`config.mk`:
```
export PLATFORM = sky130hd
export DESIGN_NAME = ctch_top
export DESIGN_NICKNAME = d
export VERILOG_FILES = /design/src/ctch_pkg.sv /design/src/ctch_prescaler.sv /design/src/ctch_sync.sv /design/src/ctch_top.sv
export SDC_FILE = /design/constraint.sdc
export NUM_CORES = 1
export LEC_CHECK = 0
export ABC_AREA = 1
export BUFFER_PORTS_ARGS = -buffer_cell sky130_fd_sc_hd__buf_2
export CAP_MARGIN = 15
export CORE_MARGIN = 4
export CORE_UTILIZATION = 30
export DETAILED_ROUTE_END_ITERATION = 10
export SLEW_MARGIN = 15
export SYNTH_ARGS = -nofsm -noshare
export SYNTH_HDL_FRONTEND = slang
export SYNTH_SLANG_ARGS = --single-unit
```
`constraint.sdc`:
```
create_clock -name CLK_I -period 3.2 [get_ports CLK_I]
set_clock_uncertainty 0.1 [all_clocks]
set_input_delay 0.16 -clock CLK_I [delete_from_list [all_inputs] [get_ports CLK_I]]
set_output_delay 0.16 -clock CLK_I [all_outputs]
set_load 0.05 [all_outputs]
```
`src/ctch_pkg.sv`:
```
// constants shared by the counter/timer channel design
// assumes: single system clock, 8-bit i/o bus, four channels
package ctch_pkg;

    // ************************************************************
    // structure
    // ************************************************************
    localparam int CTCH_NUM_CH     = 4;
    localparam int CTCH_NUM_ZC     = 3;
    localparam int CTCH_DATA_W     = 8;
    localparam int CTCH_BUS_SYNC_W = 13;

    // ************************************************************
    // control word fields
    // ************************************************************
    localparam int CTCH_BIT_IS_CTRL  = 0;
    localparam int CTCH_BIT_SW_RESET = 1;
    localparam int CTCH_BIT_TC_NEXT  = 2;
    localparam int CTCH_BIT_TRIG_GO  = 3;
    localparam int CTCH_BIT_RISING   = 4;
    localparam int CTCH_BIT_DIV256   = 5;
    localparam int CTCH_BIT_COUNTER  = 6;
    localparam int CTCH_BIT_INT_EN   = 7;

    // ************************************************************
    // reset values and counts
    // ************************************************************
    localparam logic [7:0] CTCH_CTRL_RST   = 8'h00;
    localparam logic [7:0] CTCH_TC_RST     = 8'h00;
    localparam logic [7:0] CTCH_CNT_RST    = 8'h00;
    localparam logic [7:0] CTCH_VEC_RST    = 8'h00;
    localparam logic [7:0] CTCH_CNT_ONE    = 8'h01;
    localparam logic [7:0] CTCH_PRE_END16  = 8'h0F;
    localparam logic [7:0] CTCH_PRE_END256 = 8'hFF;
    localparam logic [7:0] CTCH_PRE_MASK16 = 8'h0F;
    localparam logic [4:0] CTCH_VEC_HI_RST = 5'h00;
    // bus synchroniser idle levels: strobes high, select and data low
    localparam logic [12:0] CTCH_BUS_SYNC_RST = 13'h0700;

    // ************************************************************
    // channel states
    // ************************************************************
    typedef enum logic [1:0] {
        CTCH_ST_IDLE  = 2'b00,
        CTCH_ST_ARMED = 2'b01,
        CTCH_ST_RUN   = 2'b10
    } ctch_state_t;

endpackage : ctch_pkg

```
`src/ctch_prescaler.sv`:
```
// prescaler of one channel: divides the system clock by 16 or 256
// assumes: clear_i restarts the division, run_i only in timer mode
`timescale 1ns/100ps
module ctch_prescaler
    import ctch_pkg::*;
(
    // clock and reset
    input  wire logic clk_i,
    input  wire logic nrst_i,
    // control
    input  wire logic clear_i,
    input  wire logic run_i,
    input  wire logic div256_i,
    // output pulse
    output logic      tick_o
);

    logic [7:0] pre_reg;
    logic [7:0] pre_next;
    logic       at_end;

    // ************************************************************
    // divider
    // ************************************************************
    always_comb begin
        if (div256_i) begin
            at_end = (pre_reg == CTCH_PRE_END256);
        end else begin
            at_end = ((pre_reg & CTCH_PRE_MASK16) == CTCH_PRE_END16);
        end
        tick_o = run_i && at_end;
        if (clear_i || !run_i) begin
            pre_next = '0;
        end else begin
            pre_next = pre_reg + 8'h01;
        end
    end

    always_ff @(posedge clk_i or negedge nrst_i) begin
        if (!nrst_i) begin
            pre_reg <= '0;
        end else begin
            pre_reg <= pre_next;
        end
    end

endmodule : ctch_prescaler

```
`src/ctch_sync.sv`:
```
// two-stage synchroniser for a bundle of asynchronous inputs
// assumes: inputs may change at any time relative to clk_i
`timescale 1ns/100ps
module ctch_sync #(
    parameter int               WIDTH   = 1,
    parameter logic [WIDTH-1:0] RST_VAL = '0
) (
    // clock and reset
    input  wire logic             clk_i,
    input  wire logic             nrst_i,
    // data
    input  wire logic [WIDTH-1:0] async_i,
    output logic      [WIDTH-1:0] sync_o
);

    logic [WIDTH-1:0] meta_reg;
    logic [WIDTH-1:0] meta_next;
    logic [WIDTH-1:0] sync_reg;
    logic [WIDTH-1:0] sync_next;

    always_comb begin
        meta_next = async_i;
        sync_next = meta_reg;
    end

    always_ff @(posedge clk_i or negedge nrst_i) begin
        if (!nrst_i) begin
            // reset to the idle level of the pins, no false strobe
            meta_reg <= RST_VAL;
            sync_reg <= RST_VAL;
        end else begin
            meta_reg <= meta_next;
            sync_reg <= sync_next;
        end
    end

    assign sync_o = sync_reg;

endmodule : ctch_sync

```
`src/ctch_top.sv`:
```
// four counter/timer channels behind an 8-bit i/o bus
// assumes: bus pins and trigger pins are asynchronous to CLK_I;
// assumes: the daisy chain outside latches the interrupt pulses
//
// Contract
// - each channel has 8-bit time constant, control, down-counter, prescaler
// - two channel select pins steer each access to channel 0 to 3
// - written byte with bit 0 set is control, clear is vector
// - control bit 7 set raises interrupt request at each zero count
// - counter mode counts trigger edges; bit 4 picks rising or falling
// - timer mode decrements on each prescaler output pulse
// - timer prescaler divides by 256 with bit 5 set, else 16
// - timer starts on time constant write, or on trigger if bit 3
// - with bit 2 set, next byte to that channel is time constant
// - time constant holds a count from 1 to 256
// - counter loads at start and reloads at every zero, then continues
// - new time constant takes effect only at the next reload
// - each zero count gives a high pulse on zero-count output
// - channels 0 to 2 have zero-count outputs; channel 3 none
// - a read returns the selected channel's down-counter
// - write needs request and enable active, read strobe inactive
`timescale 1ns/100ps
module ctch_top
    import ctch_pkg::*;
#(
    parameter int NUM_CH = CTCH_NUM_CH
) (
    // clock and reset
    input  wire logic        CLK_I,
    input  wire logic        NRST_I,
    // i/o bus
    input  wire logic        CHANNEL_SEL_LO_I,
    input  wire logic        CHANNEL_SEL_HI_I,
    input  wire logic        CHIP_EN_N_I,
    input  wire logic        IO_REQUEST_N_I,
    input  wire logic        READ_N_I,
    input  wire logic [7:0]  DATA_I,
    output logic      [7:0]  DATA_O,
    output logic             DATA_OE_N_O,
    // channel pins
    input  wire logic [3:0]  EXT_COUNT_TRIGGER_I,
    output logic      [2:0]  ZERO_COUNT_PULSE_O,
    // to interrupt logic
    output logic      [3:0]  INT_REQ_O,
    output logic      [4:0]  VECTOR_HI_O
);

    // ************************************************************
    // pin synchronisers
    // ************************************************************
    logic [CTCH_BUS_SYNC_W-1:0] bus_async;
    logic [CTCH_BUS_SYNC_W-1:0] bus_sync;
    logic [3:0]                 trig_sync;
    logic                       sel_hi_s;
    logic                       sel_lo_s;
    logic                       chip_en_n_s;
    logic                       io_req_n_s;
    logic                       read_n_s;
    logic [7:0]                 data_s;

    assign bus_async = {CHANNEL_SEL_HI_I, CHANNEL_SEL_LO_I, CHIP_EN_N_I,
                        IO_REQUEST_N_I, READ_N_I, DATA_I};

    ctch_sync #(
        .WIDTH   (CTCH_BUS_SYNC_W),
        .RST_VAL (CTCH_BUS_SYNC_RST)
    ) u_bus_sync (
        .clk_i   (CLK_I),
        .nrst_i  (NRST_I),
        .async_i (bus_async),
        .sync_o  (bus_sync)
    );

    ctch_sync #(
        .WIDTH   (4)
    ) u_trig_sync (
        .clk_i   (CLK_I),
        .nrst_i  (NRST_I),
        .async_i (EXT_COUNT_TRIGGER_I),
        .sync_o  (trig_sync)
    );

    assign sel_hi_s    = bus_sync[12];
    assign sel_lo_s    = bus_sync[11];
    assign chip_en_n_s = bus_sync[10];
    assign io_req_n_s  = bus_sync[9];
    assign read_n_s    = bus_sync[8];
    assign data_s      = bus_sync[7:0];

    // ************************************************************
    // bus decode
    // ************************************************************
    logic       wr_act;
    logic       rd_act;
    logic       wr_pulse;
    logic [1:0] sel;
    logic       wr_prev_reg;
    logic       wr_prev_next;

    assign wr_act   = !io_req_n_s && !chip_en_n_s && read_n_s;
    assign rd_act   = !io_req_n_s && !chip_en_n_s && !read_n_s;
    assign wr_pulse = wr_act && !wr_prev_reg;
    assign sel      = {sel_hi_s, sel_lo_s};

    // ************************************************************
    // channel state
    // ************************************************************
    logic [7:0]  ctrl_reg     [NUM_CH];
    logic [7:0]  ctrl_next    [NUM_CH];
    logic [7:0]  tc_reg       [NUM_CH];
    logic [7:0]  tc_next      [NUM_CH];
    logic [7:0]  cnt_reg      [NUM_CH];
    logic [7:0]  cnt_next     [NUM_CH];
    ctch_state_t state_reg    [NUM_CH];
    ctch_state_t state_next   [NUM_CH];
    logic        tcpend_reg   [NUM_CH];
    logic        tcpend_next  [NUM_CH];
    logic [3:0]  trig_prev_reg;
    logic [3:0]  trig_prev_next;
    logic [3:0]  zc_reg;
    logic [3:0]  zc_next;
    logic [3:0]  irq_reg;
    logic [3:0]  irq_next;
    logic [3:0]  pre_clear;
    logic [3:0]  pre_run;
    logic [3:0]  pre_tick;
    logic [4:0]  vec_reg;
    logic [4:0]  vec_next;
    logic [7:0]  dout_reg;
    logic [7:0]  dout_next;
    logic        oe_n_reg;
    logic        oe_n_next;

    // decrement with reload; a reload value of zero gives 256 steps
    function automatic logic [8:0] count_step(input logic [7:0] cnt,
                                              input logic [7:0] tc);
        if (cnt == CTCH_CNT_ONE) begin
            count_step = {1'b1, tc};
        end else begin
            count_step = {1'b0, cnt - 8'h01};
        end
    endfunction : count_step

    // ************************************************************
    // prescalers
    // ************************************************************
    for (genvar g = 0; g < NUM_CH; g++) begin : g_pre
        assign pre_run[g] = (state_reg[g] == CTCH_ST_RUN) &&
                            !ctrl_reg[g][CTCH_BIT_COUNTER];
        ctch_prescaler u_pre (
            .clk_i    (CLK_I),
            .nrst_i   (NRST_I),
            .clear_i  (pre_clear[g]),
            .run_i    (pre_run[g]),
            .div256_i (ctrl_reg[g][CTCH_BIT_DIV256]),
            .tick_o   (pre_tick[g])
        );
    end

    // ************************************************************
    // next state of all channels
    // ************************************************************
    always_comb begin
        logic       rise;
        logic       fall;
        logic       edge_hit;
        logic       tick;
        logic [8:0] step;
        rise           = 1'b0;
        fall           = 1'b0;
        edge_hit       = 1'b0;
        tick           = 1'b0;
        step           = '0;
        wr_prev_next   = wr_act;
        trig_prev_next = trig_sync;
        vec_next       = vec_reg;
        pre_clear      = '0;
        zc_next        = '0;
        irq_next       = '0;
        for (int ch = 0; ch < NUM_CH; ch++) begin
            ctrl_next[ch]   = ctrl_reg[ch];
            tc_next[ch]     = tc_reg[ch];
            cnt_next[ch]    = cnt_reg[ch];
            state_next[ch]  = state_reg[ch];
            tcpend_next[ch] = tcpend_reg[ch];
            rise = trig_sync[ch] && !trig_prev_reg[ch];
            fall = !trig_sync[ch] && trig_prev_reg[ch];
            edge_hit = ctrl_reg[ch][CTCH_BIT_RISING] ? rise : fall;
            if (ctrl_reg[ch][CTCH_BIT_COUNTER]) begin
                tick = edge_hit;
            end else begin
                tick = pre_tick[ch];
            end
            unique case (state_reg[ch])
                CTCH_ST_IDLE: begin
                end
                CTCH_ST_ARMED: begin
                    if (edge_hit) begin
                        state_next[ch] = CTCH_ST_RUN;
                        pre_clear[ch]  = 1'b1;
                    end
                end
                CTCH_ST_RUN: begin
                    if (tick) begin
                        step         = count_step(cnt_reg[ch], tc_reg[ch]);
                        cnt_next[ch] = step[7:0];
                        zc_next[ch]  = step[8];
                        irq_next[ch] = step[8] &&
                                       ctrl_reg[ch][CTCH_BIT_INT_EN];
                    end
                end
                default: begin
                    state_next[ch] = CTCH_ST_IDLE;
                end
            endcase
            if (wr_pulse && (sel == ch[1:0])) begin
                if (tcpend_reg[ch]) begin
                    tc_next[ch]     = data_s;
                    tcpend_next[ch] = 1'b0;
                    if (state_reg[ch] == CTCH_ST_IDLE) begin
                        cnt_next[ch]  = data_s;
                        pre_clear[ch] = 1'b1;
                        if (!ctrl_reg[ch][CTCH_BIT_COUNTER] &&
                            ctrl_reg[ch][CTCH_BIT_TRIG_GO]) begin
                            state_next[ch] = CTCH_ST_ARMED;
                        end else begin
                            state_next[ch] = CTCH_ST_RUN;
                        end
                    end
                end else if (data_s[CTCH_BIT_IS_CTRL]) begin
                    ctrl_next[ch]   = data_s;
                    tcpend_next[ch] = data_s[CTCH_BIT_TC_NEXT];
                    if (data_s[CTCH_BIT_SW_RESET]) begin
                        state_next[ch] = CTCH_ST_IDLE;
                    end
                end else begin
                    vec_next = data_s[7:3];
                end
            end
        end
        oe_n_next = !rd_act;
        if (rd_act) begin
            dout_next = cnt_reg[sel];
        end else begin
            dout_next = dout_reg;
        end
    end

    // ************************************************************
    // registers
    // ************************************************************
    always_ff @(posedge CLK_I or negedge NRST_I) begin
        if (!NRST_I) begin
            for (int ch = 0; ch < NUM_CH; ch++) begin
                ctrl_reg[ch]   <= CTCH_CTRL_RST;
                tc_reg[ch]     <= CTCH_TC_RST;
                cnt_reg[ch]    <= CTCH_CNT_RST;
                state_reg[ch]  <= CTCH_ST_IDLE;
                tcpend_reg[ch] <= 1'b0;
            end
            wr_prev_reg   <= 1'b0;
            trig_prev_reg <= '0;
            zc_reg        <= '0;
            irq_reg       <= '0;
            vec_reg       <= CTCH_VEC_HI_RST;
            dout_reg      <= CTCH_CNT_RST;
            oe_n_reg      <= 1'b1;
        end else begin
            for (int ch = 0; ch < NUM_CH; ch++) begin
                ctrl_reg[ch]   <= ctrl_next[ch];
                tc_reg[ch]     <= tc_next[ch];
                cnt_reg[ch]    <= cnt_next[ch];
                state_reg[ch]  <= state_next[ch];
                tcpend_reg[ch] <= tcpend_next[ch];
            end
            wr_prev_reg   <= wr_prev_next;
            trig_prev_reg <= trig_prev_next;
            zc_reg        <= zc_next;
            irq_reg       <= irq_next;
            vec_reg       <= vec_next;
            dout_reg      <= dout_next;
            oe_n_reg      <= oe_n_next;
        end
    end

    // ************************************************************
    // outputs
    // ************************************************************
    assign DATA_O             = dout_reg;
    assign DATA_OE_N_O        = oe_n_reg;
    assign ZERO_COUNT_PULSE_O = zc_reg[2:0];
    assign INT_REQ_O          = irq_reg;
    assign VECTOR_HI_O        = vec_reg;

endmodule : ctch_top

```
# Word-level counts from Yosys, hierarchy flattened
# Index checks and enable logic that the tools add are counted.
# classes
n_addsub,8
magnitude_cmp,1
n_eq_ne,23
n_mux,134
bitwise_logic,5
reduce_logical,74
# op_table
operator,count
$mux W8,26
$mux W9,12
$mux W5,12
$mux W2,28
$mux W1,51
$add A8 B1 Y8 const B,4
$eq A8 B1 Y1 const B,4
$eq A8 B8 Y1 const B,4
$logic_and A1 B1 Y1,32
$sub A8 B1 Y8 const B,4
$logic_not A1 Y1,21
$bmux W8 S2,1
$eq A4 B4 Y1 const B,4
$pmux W2 S2,4
$eq A2 B2 Y1 const B,6
$reduce_and A3 Y1,4
$eq A2 B1 Y1 const B,5
$logic_not A2 Y1,5
$reduce_and A2 Y1,4
$reduce_or A2 Y1,4
$logic_or A1 B1 Y1,4
$not A1 Y1,4
$ge A3 B3 Y1 const B,1
$not A2 Y3,1
# totals
register_bits,200
inputBits,19
output_inout_bits,21
wordCells,280

# Longest topological paths before layout
# depth
depth_word,15
depth_mapped,13
depth_no_buf,12

# By module
# Synthesis repeated with hierarchy kept, for this count alone.
# unflattened
hier_cells,1181
area_unflattened_um2,9196.3
# by_module_without_submodules
module,instances,cells_per_inst,area_per_inst_um2,seq_area_each_um2
ctch_top,1,923,6656.4,3054.2
ctch_prescaler,4,56,420.4,200.2
ctch_sync (u_bus_sync),1,26,658.1,658.1
ctch_sync (u_trig_sync),1,8,200.2,200.2

# Least setup slack after synthesis
# No wires, ideal clock.
# synth_timing
path_kind,reg2reg
start,register cnt_reg[1] (netlist name)
end,register cnt_reg[7] (netlist name)
setup_time_ns,0.117
t_arrival_ns,1.356
required_ns,2.983
path_slack_ns,1.627
path_stages_with_launch,11
path_buffers,0
period_less_slack_ns,1.573
cell_sequence,dfrtp_1 -> inv_1 -> ha_1 -> nand2_1 -> nor2_4 -> inv_2 -> or2_0 -> nand2_1 -> nor2_1 -> nor2_1 -> nor2_1
# synth_lines
element,line,rtl
"start, declared",ctch_top.sv:112,logic [7:0] cnt_reg [NUM_CH];
"start signal, assigned by index",ctch_top.sv:272,cnt_reg[ch] <= cnt_next[ch];

==> flow_metrics.tcl <==
set metrics [dict create \
    fin_util_pct 35.05 \
    multi_input_area_um2 3744 \
    numPortBuffers 39 \
    core_region_area_um2 29640 \
    critPathArrivalTime_ns 2.16 \
    nets 1166 \
    ys_types 34 \
    die_x_um 181.2 \
    dp_hpwl_um 15010 \
    outcome "complete, no violations" \
    netlist_area_um2 9000 \
    routabilityCongestion 0.8708 \
    start_util_pct 30.37 \
    final_common_cell "nand2_1" \
    ys_warn_count 0 \
    gr-total-overflow 0 \
    rsz0062_at_grt "false" \
    ys_ff_latch 188 \
    cts_tree "done" \
    dr.first_iter.drc_count 381 \
    maxCapViolations 0 \
    synth-main-ff-cell "dfrtp_1" \
    period_share_pct 59.83 \
    power_density_nw_per_um2 704.3 \
    htreeDepth 4 \
    period_needed_ns 1.915 \
    antennaDiodeCount 0 \
    syn-num-nets 1105 \
    synthToLayoutAreaGrowth_pct 15.43 \
    post_drt_wl_per_cell_um 13.89 \
    cp_max_fo 14 \
    yosys-top-cells-area "dfrtp_1 (50%), nand2_1 (12%), nor2_1 (5.4%), nand3_1 (4.9%), o21ai_0 (4.8%)" \
    p_leak_uw 0.004887 \
    relSlewSlack_pct 32.06 \
    drc_errors 0 \
    viasPerCell 4.632 \
    start_kind "flop" \
    synth-seq-area-share_pct 52.37 \
    yosys.area.top_type "dfrtp_1" \
    fill_cells 3072 \
    cts_setup_buffers 0 \
    fmaxAchievable_ghz 0.5223 \
    io_pins 40 \
    cts_resized 0 \
    path_class "flop to flop" \
    syn_area_per_cell_um2 8.380 \
    grt_start_max_net_pins 128 \
    postRouteAntennaNets 0 \
    die_y_um 181.2 \
    hold_path_class "flop to flop" \
    final.setup.tns_ns 0 \
    cp.required_ns 3.44 \
    rows 63 \
    drv_slew 0 \
    dr.pass1.iters 4 \
    cts_buffers 17 \
    drive_gt1_share_pct 11.50 \
    antenna_found_initial 0 \
    clkTransAtPathRegs_ns 0.07 \
    globalRouteTotalUtil_pct 13.39 \
    num_vias 7124 \
    clock_latency_ns 0.43 \
    ff_latch_area_um2 4713 \
    cts_root_buf "clkbuf_16" \
    tightestPinTransition_ns 1.019 \
    ir_worst_vdd_v 0.0003640 \
    clockBufferDepth 2 \
    synth_edf_count 0 \
    first_global_vias 6866 \
    setup_viol 0 \
    synthArstFlopShare_pct 100.0 \
    cts.sinks 188 \
    end_kind "flop" \
    die_area_um2 32840 \
    grt_pass1_wl_um 35970 \
    syn-instance-count 1074 \
    final_cell_mix "nand2_1 (276), dfrtp_1 (181), nor2_1 (129)" \
    routed_wl_um 21370 \
    power.total_uw 7316 \
    synth_top_area_share_pct 50.33 \
    hold_viol 0 \
]
## per-layer routing
metal | global-route usage, % | vias up | wire, um
met3 | 2.778 | 18 | 847
met5 | 0 | - | 0
li1 | - | 3601 | -
met4 | 3.302 | 0 | 251
met2 | 21.02 | 117 | 9878
met1 | 19.01 | 3388 | 10390
## report_power, final
part	switching [uW]	total [uW]	internal, uW
Sequential	350	3050	2700
Clock	936	2120	1190
Combinational	1380	2150	768
## layout make-up
class | instances | area share (%)
Clock inverter | 12 | 1.349
Sequential cell | 188 | 45.37
Timing Repair Buffer | 61 | 4.107
Multi-Input combinational cell | 753 | 36.04
Tap cell | 390 | 4.697
Inverter | 114 | 4.143
Clock buffer | 20 | 4.300
## Yosys cell counts (2+ instances only)
master / count
nand2_1: 276
dfrtp_1: 181
nor2_1: 129
inv_1: 108
nand3_1: 89
o21ai_0: 87
a21oi_1: 37
nor3b_1: 19
nor3_1: 14
nand4_1: 13
ha_1: 12
a22oi_1: 10
nand2_2: 10
buf_2: 9
nor2_4: 9
a41oi_1: 8
dfstp_2: 7
clkbuf_1: 6
nor2_2: 6
inv_2: 5
nand3_4: 5
xor2_1: 5
a21oi_2: 4
buf_6: 4
nand2_4: 4
nand3_2: 3
or2_0: 3
nand3b_1: 2
nor2_8: 2
o21ai_1: 2
or2_2: 2
## cell families after synthesis
group                      count (synthesis)  synth area share [%]
DFF                                      188                 52.37
and+or+nand+nor                          587                 30.35
buffers and inverters                    133                 6.034
AOI/OAI and AO/OA                        149                 9.092
adders and majority gates                 12                 1.668
xor gates and xnor gates                   5                0.4866
## final timing paths
kind                                   startpoint                        end  slack [ns]  cells past startpoint
setup / recovery             u_bus_sync.sync_o[8]               state_reg[0]        1.29                      6
setup reg to reg             u_bus_sync.sync_o[8]               state_reg[0]        1.29                      6
hold / removal             u_bus_sync.meta_reg[4]       u_bus_sync.sync_o[4]        0.25                      0
min in group asynchronous                  NRST_I  g_pre[2].u_pre.pre_reg[0]        0.32                      2
hold reg to reg            u_bus_sync.meta_reg[4]       u_bus_sync.sync_o[4]        0.25                      0
max in group asynchronous                  NRST_I                  tc_reg[1]        1.80                      3
## repair_timing
action                     CTS  global route
hold buffers                18             0
hold endpoints to repair   134             0
setup endpoints to repair    0             0
## critical path, stage by stage (launching register included)
cell     delay (ns)
dfstp_2        0.56
nand3_4        0.16
nor2_4         0.15
nand3_1        0.34
inv_1          0.27
nand3_1        0.09
a22oi_1        0.16
## metrics by stage
step | hold slack, ns | instances | setup slack [ns] | instance area (um2)
floorplan | -0.2356 | 1074 | 1.627 | 9000
global route | 0.2550 | 1538 | 1.079 | 10390
CTS | 0.2504 | 1538 | 1.295 | 10390
finish | 0.2477 | 1538 | 1.285 | 10390
global placement | 0.1649 | 1488 | 1.382 | 9622
detailed placement | 0.1662 | 1488 | 1.291 | 9622
No activity file was read; power rests on OpenSTA's default activity.
